===== config.mk =====
export PLATFORM = sky130hd
export DESIGN_NAME = modem_host_serial_port
export DESIGN_NICKNAME = d
export VERILOG_FILES = /design/src/hdl/modem_pkg.sv /design/src/hdl/creg_if.sv /design/src/hdl/creg_store.sv /design/src/hdl/modem_host_serial_port.sv
export SDC_FILE = /design/constraint.sdc
export NUM_CORES = 1
export LEC_CHECK = 0
export ABC_AREA = 1
export BUFFER_PORTS_ARGS = -buffer_cell sky130_fd_sc_hd__buf_2
export CAP_MARGIN = 30
export CORE_MARGIN = 5
export CORE_UTILIZATION = 55
export CTS_CLUSTER_DIAMETER = 40
export CTS_CLUSTER_SIZE = 14
export DETAILED_ROUTE_END_ITERATION = 8
export PLACE_DENSITY = 0.7
export SYNTH_ARGS = -nofsm -noshare
export SYNTH_HDL_FRONTEND = slang
export SYNTH_HIERARCHICAL = 1
export SYNTH_SLANG_ARGS = --single-unit

===== constraint.sdc =====
create_clock -name clk -period 10.1 [get_ports clk]
set_input_delay 1.01 -clock clk [delete_from_list [all_inputs] [get_ports clk]]
set_output_delay 1.01 -clock clk [all_outputs]
set_load 0.01 [all_outputs]

===== src/hdl/modem_pkg.sv =====
/*
  Constants, field positions and types of the modem host serial port.
  Assumes a 200 MHz system clock and a 48-bit control register.
*/
// Contract
// - Select and direction levels decode to transmit, receive, register read, register write.
// - Select and direction act on present levels; only select falling edge matters.
// - Interface select low picks SPI style, high picks UART style.
// - Idle receive line sits at the interface select level.
// - UART transmits asynchronously only; SPI uses synchronous access both ways.
// - Asynchronous receive passes idle, delivers data after the settle time.
// - Transmit goes idle, powers transmitter, sends after the settle time.
// - In synchronous mode the device alone drives the bit clock.
// - Synchronous receive recovers the bit clock; data stable at rising edges.
// - Synchronous transmit samples the transmit line on rising bit clock edges.
// - Synchronous receive holds bit clock low while idle, data after settle.
// - Register access is always synchronous with device supplied clock.
// - Register write bits arrive MSB first, sampled on rising bit clock edges.
// - Shifted write bits commit only when register select falls.
// - Normal mode keeps only the last 24 bits shifted in.
// - Normal mode short write is dropped; 16 or more bits raise status.
// - Extended mode accepts exactly 24 or 48 bits; else abort, with status at 16 or more bits.
// - Extended 24-bit write touches only bits 23 down to 0.
// - Register read shifts out MSB first, stable at rising edges, 24 bits.
// - Extended read sends 24 bits, or 48 when bit 18 is set.
// - Control bit 14 selects synchronous access for the receive data flow only.
package modem_pkg;
  // ----------------------------------------
  // Register layout
  // ----------------------------------------
  localparam int CREG_W = 48;
  localparam int SHORT_W = 24;
  localparam int MIN_STAT = 16;
  localparam int BIT_EXT = 21;
  localparam int BIT_LONG_RD = 18;
  localparam int BIT_SYNC = 14;
  localparam logic [47:0] CREG_RESET = 48'h0000_0000_0000;
  // ----------------------------------------
  // Timing
  // ----------------------------------------
  localparam int CLK_NS = 5;
  localparam int TCC_NS = 1000;
  localparam int SETTLE_CYC = (TCC_NS + CLK_NS - 1) / CLK_NS;
  localparam int BAUD = 2400;
  localparam int BIT_CYC = 1000000000 / (BAUD * CLK_NS);
  // ----------------------------------------
  // Modes
  // ----------------------------------------
  typedef enum logic [1:0] {md_tx, md_rx, md_rd, md_wr} mode_t;
endpackage


===== src/hdl/creg_if.sv =====
/*
  Carrier between the port logic and the control register store.
  Assumes both ends sit on the same clock.
*/
`timescale 1ns/10ps
`default_nettype none
interface creg_if;
  logic wr_en;
  logic wr_full;
  logic [47:0] wr_data;
  logic [47:0] rd_data;
  modport store (input wr_en, input wr_full, input wr_data, output rd_data);
  modport user (output wr_en, output wr_full, output wr_data, input rd_data);
endinterface
`default_nettype wire


===== src/hdl/creg_store.sv =====
/*
  Control register store: 48 bits, full or low-half write, registered read.
  Assumes write strobes come from logic on the same clock.
*/
`timescale 1ns/10ps
`default_nettype none
module creg_store (
  input wire logic clk,
  input wire logic sys_rst,
  creg_if.store bus
);
  // ----------------------------------------
  // Storage
  // ----------------------------------------
  // A short write leaves the extended half alone
  always_ff @(posedge clk or posedge sys_rst)
  begin
    if (sys_rst)
      bus.rd_data <= modem_pkg::CREG_RESET;
    else if (bus.wr_en && bus.wr_full)
      bus.rd_data <= bus.wr_data;
    else if (bus.wr_en)
      bus.rd_data[23:0] <= bus.wr_data[23:0];
  end
endmodule
`default_nettype wire


===== src/hdl/modem_host_serial_port.sv =====
/*
  Host serial port of a power-line FSK modem: mode decode, settle timing,
  bit clock generation, data paths and control register read and write.
  Assumes demodulator signals come from logic on clk; pins are asynchronous.
*/
`timescale 1ns/10ps
`default_nettype none
module modem_host_serial_port #(
  parameter int SETTLE_CYC = modem_pkg::SETTLE_CYC,
  parameter int BIT_CYC = modem_pkg::BIT_CYC
) (
  input wire logic clk,
  input wire logic sys_rst,
  input wire logic reg_select,
  input wire logic direction_line,
  input wire logic if_select,
  input wire logic txd,
  input wire logic demod_bit,
  input wire logic demod_valid,
  output logic rxd,
  output logic bit_clock_line,
  output logic register_status_output,
  output logic tx_power,
  output logic mod_bit,
  output logic mod_active,
  output logic [47:0] ctrl_word
);
  localparam int HALF = BIT_CYC / 2;
  typedef enum logic {st_idle, st_run} state_t;

  // ----------------------------------------
  // Pin synchronisers
  // ----------------------------------------
  logic [3:0] pin_raw;
  logic [3:0] syn1_ff;
  logic [3:0] syn2_ff;
  assign pin_raw = {txd, if_select, direction_line, reg_select};

  // Two stages per pin; only the second stage is read by logic
  genvar gi;
  generate
    for (gi = 0; gi < 4; gi++)
    begin : g_sync
      always_ff @(posedge clk or posedge sys_rst)
      begin
        if (sys_rst)
        begin
          syn1_ff[gi] <= 1'b0;
          syn2_ff[gi] <= 1'b0;
        end
        else
        begin
          syn1_ff[gi] <= pin_raw[gi];
          syn2_ff[gi] <= syn1_ff[gi];
        end
      end
    end
  endgenerate

  wire rs_s = syn2_ff[0];
  wire dir_s = syn2_ff[1];
  wire is_s = syn2_ff[2];
  wire txd_s = syn2_ff[3];

  // ----------------------------------------
  // Mode decode
  // ----------------------------------------
  function automatic modem_pkg::mode_t decode(input logic rs, input logic dir);
    if (!rs && !dir)
      decode = modem_pkg::md_tx;
    else if (!rs)
      decode = modem_pkg::md_rx;
    else if (dir)
      decode = modem_pkg::md_rd;
    else
      decode = modem_pkg::md_wr;
  endfunction

  modem_pkg::mode_t mode_ff;
  state_t state_ff;
  logic rs_d_ff;
  logic [31:0] settle_ff;
  logic [31:0] bit_cnt_ff;
  logic [47:0] sh_ff;
  logic [5:0] wr_cnt_ff;
  logic [5:0] rd_left_ff;
  logic demod_d_ff;
  creg_if cif ();

  // Levels decode directly; no edge is needed to enter a mode
  modem_pkg::mode_t cur_mode;
  assign cur_mode = decode(rs_s, dir_s);
  wire mode_chg = cur_mode != mode_ff;
  wire rs_fall = rs_d_ff && !rs_s;
  wire is_reg = mode_ff == modem_pkg::md_rd || mode_ff == modem_pkg::md_wr;
  wire is_data = !is_reg;
  wire [47:0] creg = cif.rd_data;
  wire ext = creg[modem_pkg::BIT_EXT];
  wire long_rd = ext && creg[modem_pkg::BIT_LONG_RD];

  // SPI forces synchronous, UART transmit forces asynchronous
  wire sync_tx = !is_s;
  wire sync_rx = !is_s || creg[modem_pkg::BIT_SYNC];
  wire sync_cur = mode_ff == modem_pkg::md_tx ? sync_tx : sync_rx;

  // ----------------------------------------
  // Mode tracking and settle timer
  // ----------------------------------------
  // Data modes idle for the settle time; register modes start at once
  wire settle_done = settle_ff == 32'(SETTLE_CYC - 1);
  wire cur_data = cur_mode == modem_pkg::md_tx || cur_mode == modem_pkg::md_rx;
  state_t nxt_state;

  // Plain branches keep every value assigned to the state of its own type
  always_comb
  begin
    if (mode_chg && cur_data)
      nxt_state = st_idle;
    else if (mode_chg)
      nxt_state = st_run;
    else if (state_ff == st_idle && settle_done)
      nxt_state = st_run;
    else
      nxt_state = state_ff;
  end

  always_ff @(posedge clk or posedge sys_rst)
  begin
    if (sys_rst)
    begin
      mode_ff <= modem_pkg::md_tx;
      state_ff <= st_idle;
      settle_ff <= 32'h0000_0000;
      rs_d_ff <= 1'b0;
      demod_d_ff <= 1'b0;
    end
    else
    begin
      mode_ff <= cur_mode;
      state_ff <= nxt_state;
      settle_ff <= (mode_chg || state_ff != st_idle) ? 32'h0000_0000 : settle_ff + 32'h0000_0001;
      rs_d_ff <= rs_s;
      demod_d_ff <= demod_bit;
    end
  end

  // ----------------------------------------
  // Bit clock
  // ----------------------------------------
  // Device is always the clock master; no clock runs in async data modes
  wire rx_lost = mode_ff == modem_pkg::md_rx && !demod_valid;
  wire clk_run = state_ff == st_run && !mode_chg && (is_reg || sync_cur) &&
                 !rx_lost;
  // Crude recovery: realign the bit phase to every demodulated transition
  wire pll_align = mode_ff == modem_pkg::md_rx && demod_bit != demod_d_ff;
  wire tick_rise = clk_run && bit_cnt_ff == 32'(HALF - 1);
  wire tick_fall = clk_run && bit_cnt_ff == 32'(BIT_CYC - 1);
  wire nxt_bclk = clk_run && !pll_align && bit_cnt_ff >= 32'(HALF - 1) &&
                  !tick_fall;
  logic [31:0] nxt_bit_cnt;
  assign nxt_bit_cnt = (!clk_run || pll_align || tick_fall) ? 32'h0000_0000 :
                       bit_cnt_ff + 32'h0000_0001;

  always_ff @(posedge clk or posedge sys_rst)
  begin
    if (sys_rst)
    begin
      bit_cnt_ff <= 32'h0000_0000;
      bit_clock_line <= 1'b0;
    end
    else
    begin
      bit_cnt_ff <= nxt_bit_cnt;
      bit_clock_line <= nxt_bclk;
    end
  end

  // ----------------------------------------
  // Transmit path
  // ----------------------------------------
  wire tx_run = mode_ff == modem_pkg::md_tx && state_ff == st_run && !mode_chg;
  // Async passes the pin straight on; sync samples at the rising edge
  wire nxt_mod = !tx_run ? mod_bit : sync_tx ? (tick_rise ? txd_s : mod_bit) :
                 txd_s;

  always_ff @(posedge clk or posedge sys_rst)
  begin
    if (sys_rst)
    begin
      tx_power <= 1'b0;
      mod_bit <= 1'b0;
      mod_active <= 1'b0;
    end
    else
    begin
      tx_power <= cur_mode == modem_pkg::md_tx;
      mod_bit <= nxt_mod;
      mod_active <= tx_run;
    end
  end

  // ----------------------------------------
  // Register shift engine
  // ----------------------------------------
  wire enter_rd = mode_chg && cur_mode == modem_pkg::md_rd;
  wire enter_wr = mode_chg && cur_mode == modem_pkg::md_wr;
  wire in_wr = mode_ff == modem_pkg::md_wr && !mode_chg;
  wire in_rd = mode_ff == modem_pkg::md_rd && !mode_chg;
  wire wr_shift = in_wr && tick_rise;
  wire rd_shift = in_rd && tick_fall && rd_left_ff != 6'h00;
  // Short reads park the low half at the top so bit 47 is always sent
  wire [47:0] rd_load = long_rd ? creg : {creg[23:0], 24'h00_0000};
  wire [5:0] rd_len = long_rd ? 6'(modem_pkg::CREG_W) : 6'(modem_pkg::SHORT_W);
  wire [47:0] nxt_sh = enter_rd ? rd_load :
                       enter_wr ? 48'h0000_0000_0000 :
                       wr_shift ? {sh_ff[46:0], txd_s} :
                       rd_shift ? {sh_ff[46:0], 1'b0} : sh_ff;

  always_ff @(posedge clk or posedge sys_rst)
  begin
    if (sys_rst)
    begin
      sh_ff <= 48'h0000_0000_0000;
      wr_cnt_ff <= 6'h00;
      rd_left_ff <= 6'h00;
    end
    else
    begin
      sh_ff <= nxt_sh;
      wr_cnt_ff <= enter_wr ? 6'h00 :
                   (wr_shift && wr_cnt_ff != 6'h3f) ? wr_cnt_ff + 6'h01 : wr_cnt_ff;
      rd_left_ff <= enter_rd ? rd_len : rd_shift ? rd_left_ff - 6'h01 : rd_left_ff;
    end
  end

  // ----------------------------------------
  // Commit on select fall
  // ----------------------------------------
  wire wr_end = rs_fall && mode_ff == modem_pkg::md_wr;
  wire cnt24 = wr_cnt_ff == 6'(modem_pkg::SHORT_W);
  wire cnt48 = wr_cnt_ff == 6'(modem_pkg::CREG_W);
  wire ok_norm = !ext && wr_cnt_ff >= 6'(modem_pkg::SHORT_W);
  wire ok_ext = ext && (cnt24 || cnt48);
  wire commit = wr_end && (ok_norm || ok_ext);
  wire abort_stat = wr_end && !commit && wr_cnt_ff >= 6'(modem_pkg::MIN_STAT);

  assign cif.wr_en = commit;
  assign cif.wr_full = ext && cnt48;
  assign cif.wr_data = sh_ff;

  creg_store u_store (
    .clk(clk),
    .sys_rst(sys_rst),
    .bus(cif)
  );

  // Status holds until the next write access begins
  always_ff @(posedge clk or posedge sys_rst)
  begin
    if (sys_rst)
      register_status_output <= 1'b0;
    else if (abort_stat)
      register_status_output <= 1'b1;
    else if (enter_wr)
      register_status_output <= 1'b0;
  end

  // ----------------------------------------
  // Receive line
  // ----------------------------------------
  // Idle level follows the interface select so each host sees its own idle
  wire idle_lvl = is_s;
  wire rx_bit = demod_valid ? demod_bit : idle_lvl;
  wire rx_run = mode_ff == modem_pkg::md_rx && state_ff == st_run && !mode_chg;
  // Sync data changes only at falling edges, so it is stable at rising ones
  wire nxt_rxd = in_rd ? sh_ff[47] :
                 !rx_run ? idle_lvl :
                 !sync_rx ? rx_bit :
                 !demod_valid ? idle_lvl :
                 tick_fall ? demod_bit : rxd;

  always_ff @(posedge clk or posedge sys_rst)
  begin
    if (sys_rst)
    begin
      rxd <= 1'b0;
      ctrl_word <= modem_pkg::CREG_RESET;
    end
    else
    begin
      rxd <= nxt_rxd;
      ctrl_word <= creg;
    end
  end
endmodule
`default_nettype wire


==> run_results.csv <==
group,metric,value,unit
hold_path,hold_path_depth,0,
sta,setup_viol,0,
sta,final.setup_skew,0.00931,ns
sta,max_slew.worst_pin.slew,0.920,ns
global_route,grt_overflow,0,
sta,max_freq,0.310,GHz
place,io_buffers,61,
worst_setup_path,reg2reg_slack,6.87,ns
synth,synth-main-ff-cell,"dfrtp_1",
cells_and_area,fillers,1746,
synth,synth_seq_cells,239,
drt,routed_wl,26200,um
floorplan,coreArea,20300,um2
hold_path,worstHoldPathType,"register to register",
synth,synth_edf_count,0,
drt,post_drt_wl_per_cell,15.0,um
drt,drt.antenna.violating_nets,0,
worst_setup_path,crit_path_end_kind,"register",
global_route,grt_max_degree,134,
floorplan,die_x,154,um
cells_and_area,diodes,0,
cells_and_area,final_core_util,63.8,%
drt,drtIter0Drc,690,
synth,ys_seq_area_share,52.6,%
place,dpl.hpwl,17500,um
power,p_total,0.00230,W
sta,final.setup.tns,0,ns
clock_network,clk_pin_slew,0.06,ns
clock_network,clockBufferDepth,3,
synth,synth.distinct_cells,38,
sta,setup_slack,6.87,ns
sta,grt_setup_unrepaired,"no",
floorplan,ioPinCount,62,
worst_setup_path,path_class,"register to register",
sta,max-slew-margin-rel,38.7,%
cells_and_area,seqCellArea,5980,um2
worst_setup_path,startpoint_type,"register",
clock_network,cts_tree,"built",
synth,syn_area,11400,um2
clock_network,post_cts.repair.setup_buffers,0,
power,leakagePower,6.39,nW
clock_network,root_buffer,"clkbuf_16",
sta,drv_slew,0,
global_route,first_global_vias,8841,
hold_path,holdPathEnd,"rs_s",
floorplan,die_h,154,um
power,peakVddDrop,0.000160,V
worst_setup_path,crit_path_max_fanout,96,
clock_network,clk_latency,0.54,ns
clock_network,cts_inserted_buffers,31,
clock_network,cts_hold_buffers,0,
cells_and_area,multi_input_area,4650,um2
run_status,outcome,"finished, final reports clean",
flow_run,cap_violations,0,
clock_network,htree_levels,1,
worst_setup_path,r2r-start,"rs_s",
worst_setup_path,crit_arrival,3.64,ns
place,gp_congestion,0.936,
cells_and_area,syn2layout_area_growth,14.0,%
drt,vias,9203,
synth,postSynth.asyncResetShare,100,%
sta,fin_crit,3.23,ns
hold_path,worstHoldStart,"syn1_ff[0]",
drt,routed_via_density,5.27,
drt,drc,0,
floorplan,start_util,56.0,%
power,power_density,177,nW/um2
worst_setup_path,r2r_end,"cif.wr_data[42]",
synth,synthCells,1398,
worst_setup_path,required,10.52,ns
global_route,grt_pass1_wl,44900,um
synth,syn_avg_cell_area,8.13,um2
cells_and_area,drive_above_1_share,10.8,%
sta,fin_crit_sh,31.9,%
place,place_ws,6.95,ns
worst_setup_path,rr_worst_depth,14,
floorplan,dieArea,23600,um2
clock_network,clock_sinks,239,
cells_and_area,fin_nets,1471,
global_route,antenna_found_initial,0,
clock_network,cts_resized,0,
sta,hold_violations,0,
synth,yosysWarnings,6,
drt,firstDrtPassIters,5,
synth,synth_fp_nets,1418,
global_route,track_usage,22.6,%
floorplan,rows,52,
[layout make-up]
cell class | count | area share [%]
Clock buffer | 36 | 6.52
Clock inverter | 21 | 2.25
Inverter | 111 | 3.31
Multi-Input combinational cell | 998 | 35.9
Sequential cell | 239 | 46.1
Tap cell | 270 | 2.61
Timing Repair Buffer | 70 | 3.32
[power breakdown]
part           leakage [nW]  total, W  internal (W)  switching (W)
logic                  2.53  0.000132     0.0000378      0.0000944
registers              3.30  0.000989      0.000975      0.0000137
clock network         0.560   0.00118      0.000739       0.000436
total                  6.39   0.00230       0.00175       0.000544
[cell usage in the layout (no fill, tap or decap), types with 6 or more instances in the layout]
cell       count
nand2_1      486
dfrtp_1      239
nor2_1       162
inv_1        100
nand3_1       90
buf_2         61
nand4_1       60
nor3_1        44
o21ai_0       41
xor2_1        32
clkbuf_16     31
a21oi_1       19
ha_1          12
xnor2_1       11
inv_2          7
o21ai_1        6
inv_6          6
[metrics by stage]
| step | instance area [um2] | hold slack, ns | instances |
|---|---|---|---|
| 3_5_place_dp | 11800 | 0.336 | 1687 |
| 2_1_floorplan | 11400 | 0.331 | 1398 |
| 3_3_place_gp | 11700 | 0.333 | 1684 |
| 6_report | 13000 | 0.343 | 1745 |
| 4_1_cts | 12900 | 0.346 | 1744 |
| 5_1_grt | 13000 | 0.352 | 1745 |
[synthesized netlist by cell type (6+ instances only)]
cell type	instances	share of area, %
nand2_1	486	16
dfrtp_1	239	53
nor2_1	162	5.3
inv_1	103	3.4
nand3_1	90	4.0
nand4_1	60	3.3
nor3_1	44	1.9
o21ai_0	41	1.8
xor2_1	32	2.5
buf_2	22	0.97
a21oi_1	19	0.84
buf_4	12	0.79
ha_1	12	1.3
xnor2_1	11	0.85
buf_6	8	0.79
clkbuf_1	7	0.23
o21ai_1	6	0.26
[worst max-delay path, stage by stage, from the launching register on]
cell and delay (ns):
dfrtp_1 0.43, inv_1 0.10, ha_1 0.35, inv_1 0.07, nand2_1 0.09, nand2_4 0.11, nand2_4 0.08, nand2_4 0.13
inv_4 0.07, nor2_8 0.09, buf_4 0.67, nand3_2 0.39, buf_12 0.29, nand2_1 0.08, nand2_1 0.06
[how the worst max path moves through the flow]
| stage | slack, ns | depth (start not counted) | end | start |
|---|---|---|---|---|
| 3_3_place_gp | 6.53 | 13 | cif.wr_data[30] | rs_s |
| 3_5_place_dp | 6.95 | 14 | cif.wr_data[42] | rs_s |
| 2_1_floorplan | 3.89 | 1 | bit_clock_line | sys_rst |
| 4_1_cts | 6.91 | 14 | cif.wr_data[42] | rs_s |
| 5_1_grt | 6.61 | 14 | cif.wr_data[25] | rs_s |
| 6_report | 6.87 | 14 | cif.wr_data[42] | rs_s |
[per-layer routing]
layer	share of wire (%)	GRT usage, %	vias up	wire [um]
met5	0	0	-	0
met2	45	34.4	278	11900
met4	2.1	5.38	0	558
met3	6.2	2.81	34	1630
li1	-	-	4572	-
met1	46	34.8	4319	12200
[kinds of logic (layout without fill, tap and decap cells)]
group	count (synthesis)	in the layout	share of synthesized area, %
AOI/OAI and AO/OA	71	71	3.20
xor gates and xnor gates	43	43	3.31
adders and majority gates	12	12	1.32
buffers and inverters	161	238	6.53
DFF	239	239	52.6
and+or+nand+nor	872	872	33.0
[registers in the layout, indices dropped and copies added (netlist names), 2 cells and up]
name,flops
syn1_ff,4
ctrl_word,48
settle_ff,32
cif.wr_data,48
wr_cnt_ff,6
mode_ff,2
u_store/bus.rd_data,48
rd_left_ff,6
bit_cnt_ff,32
Note: power is estimated with default switching activity, not from simulation.
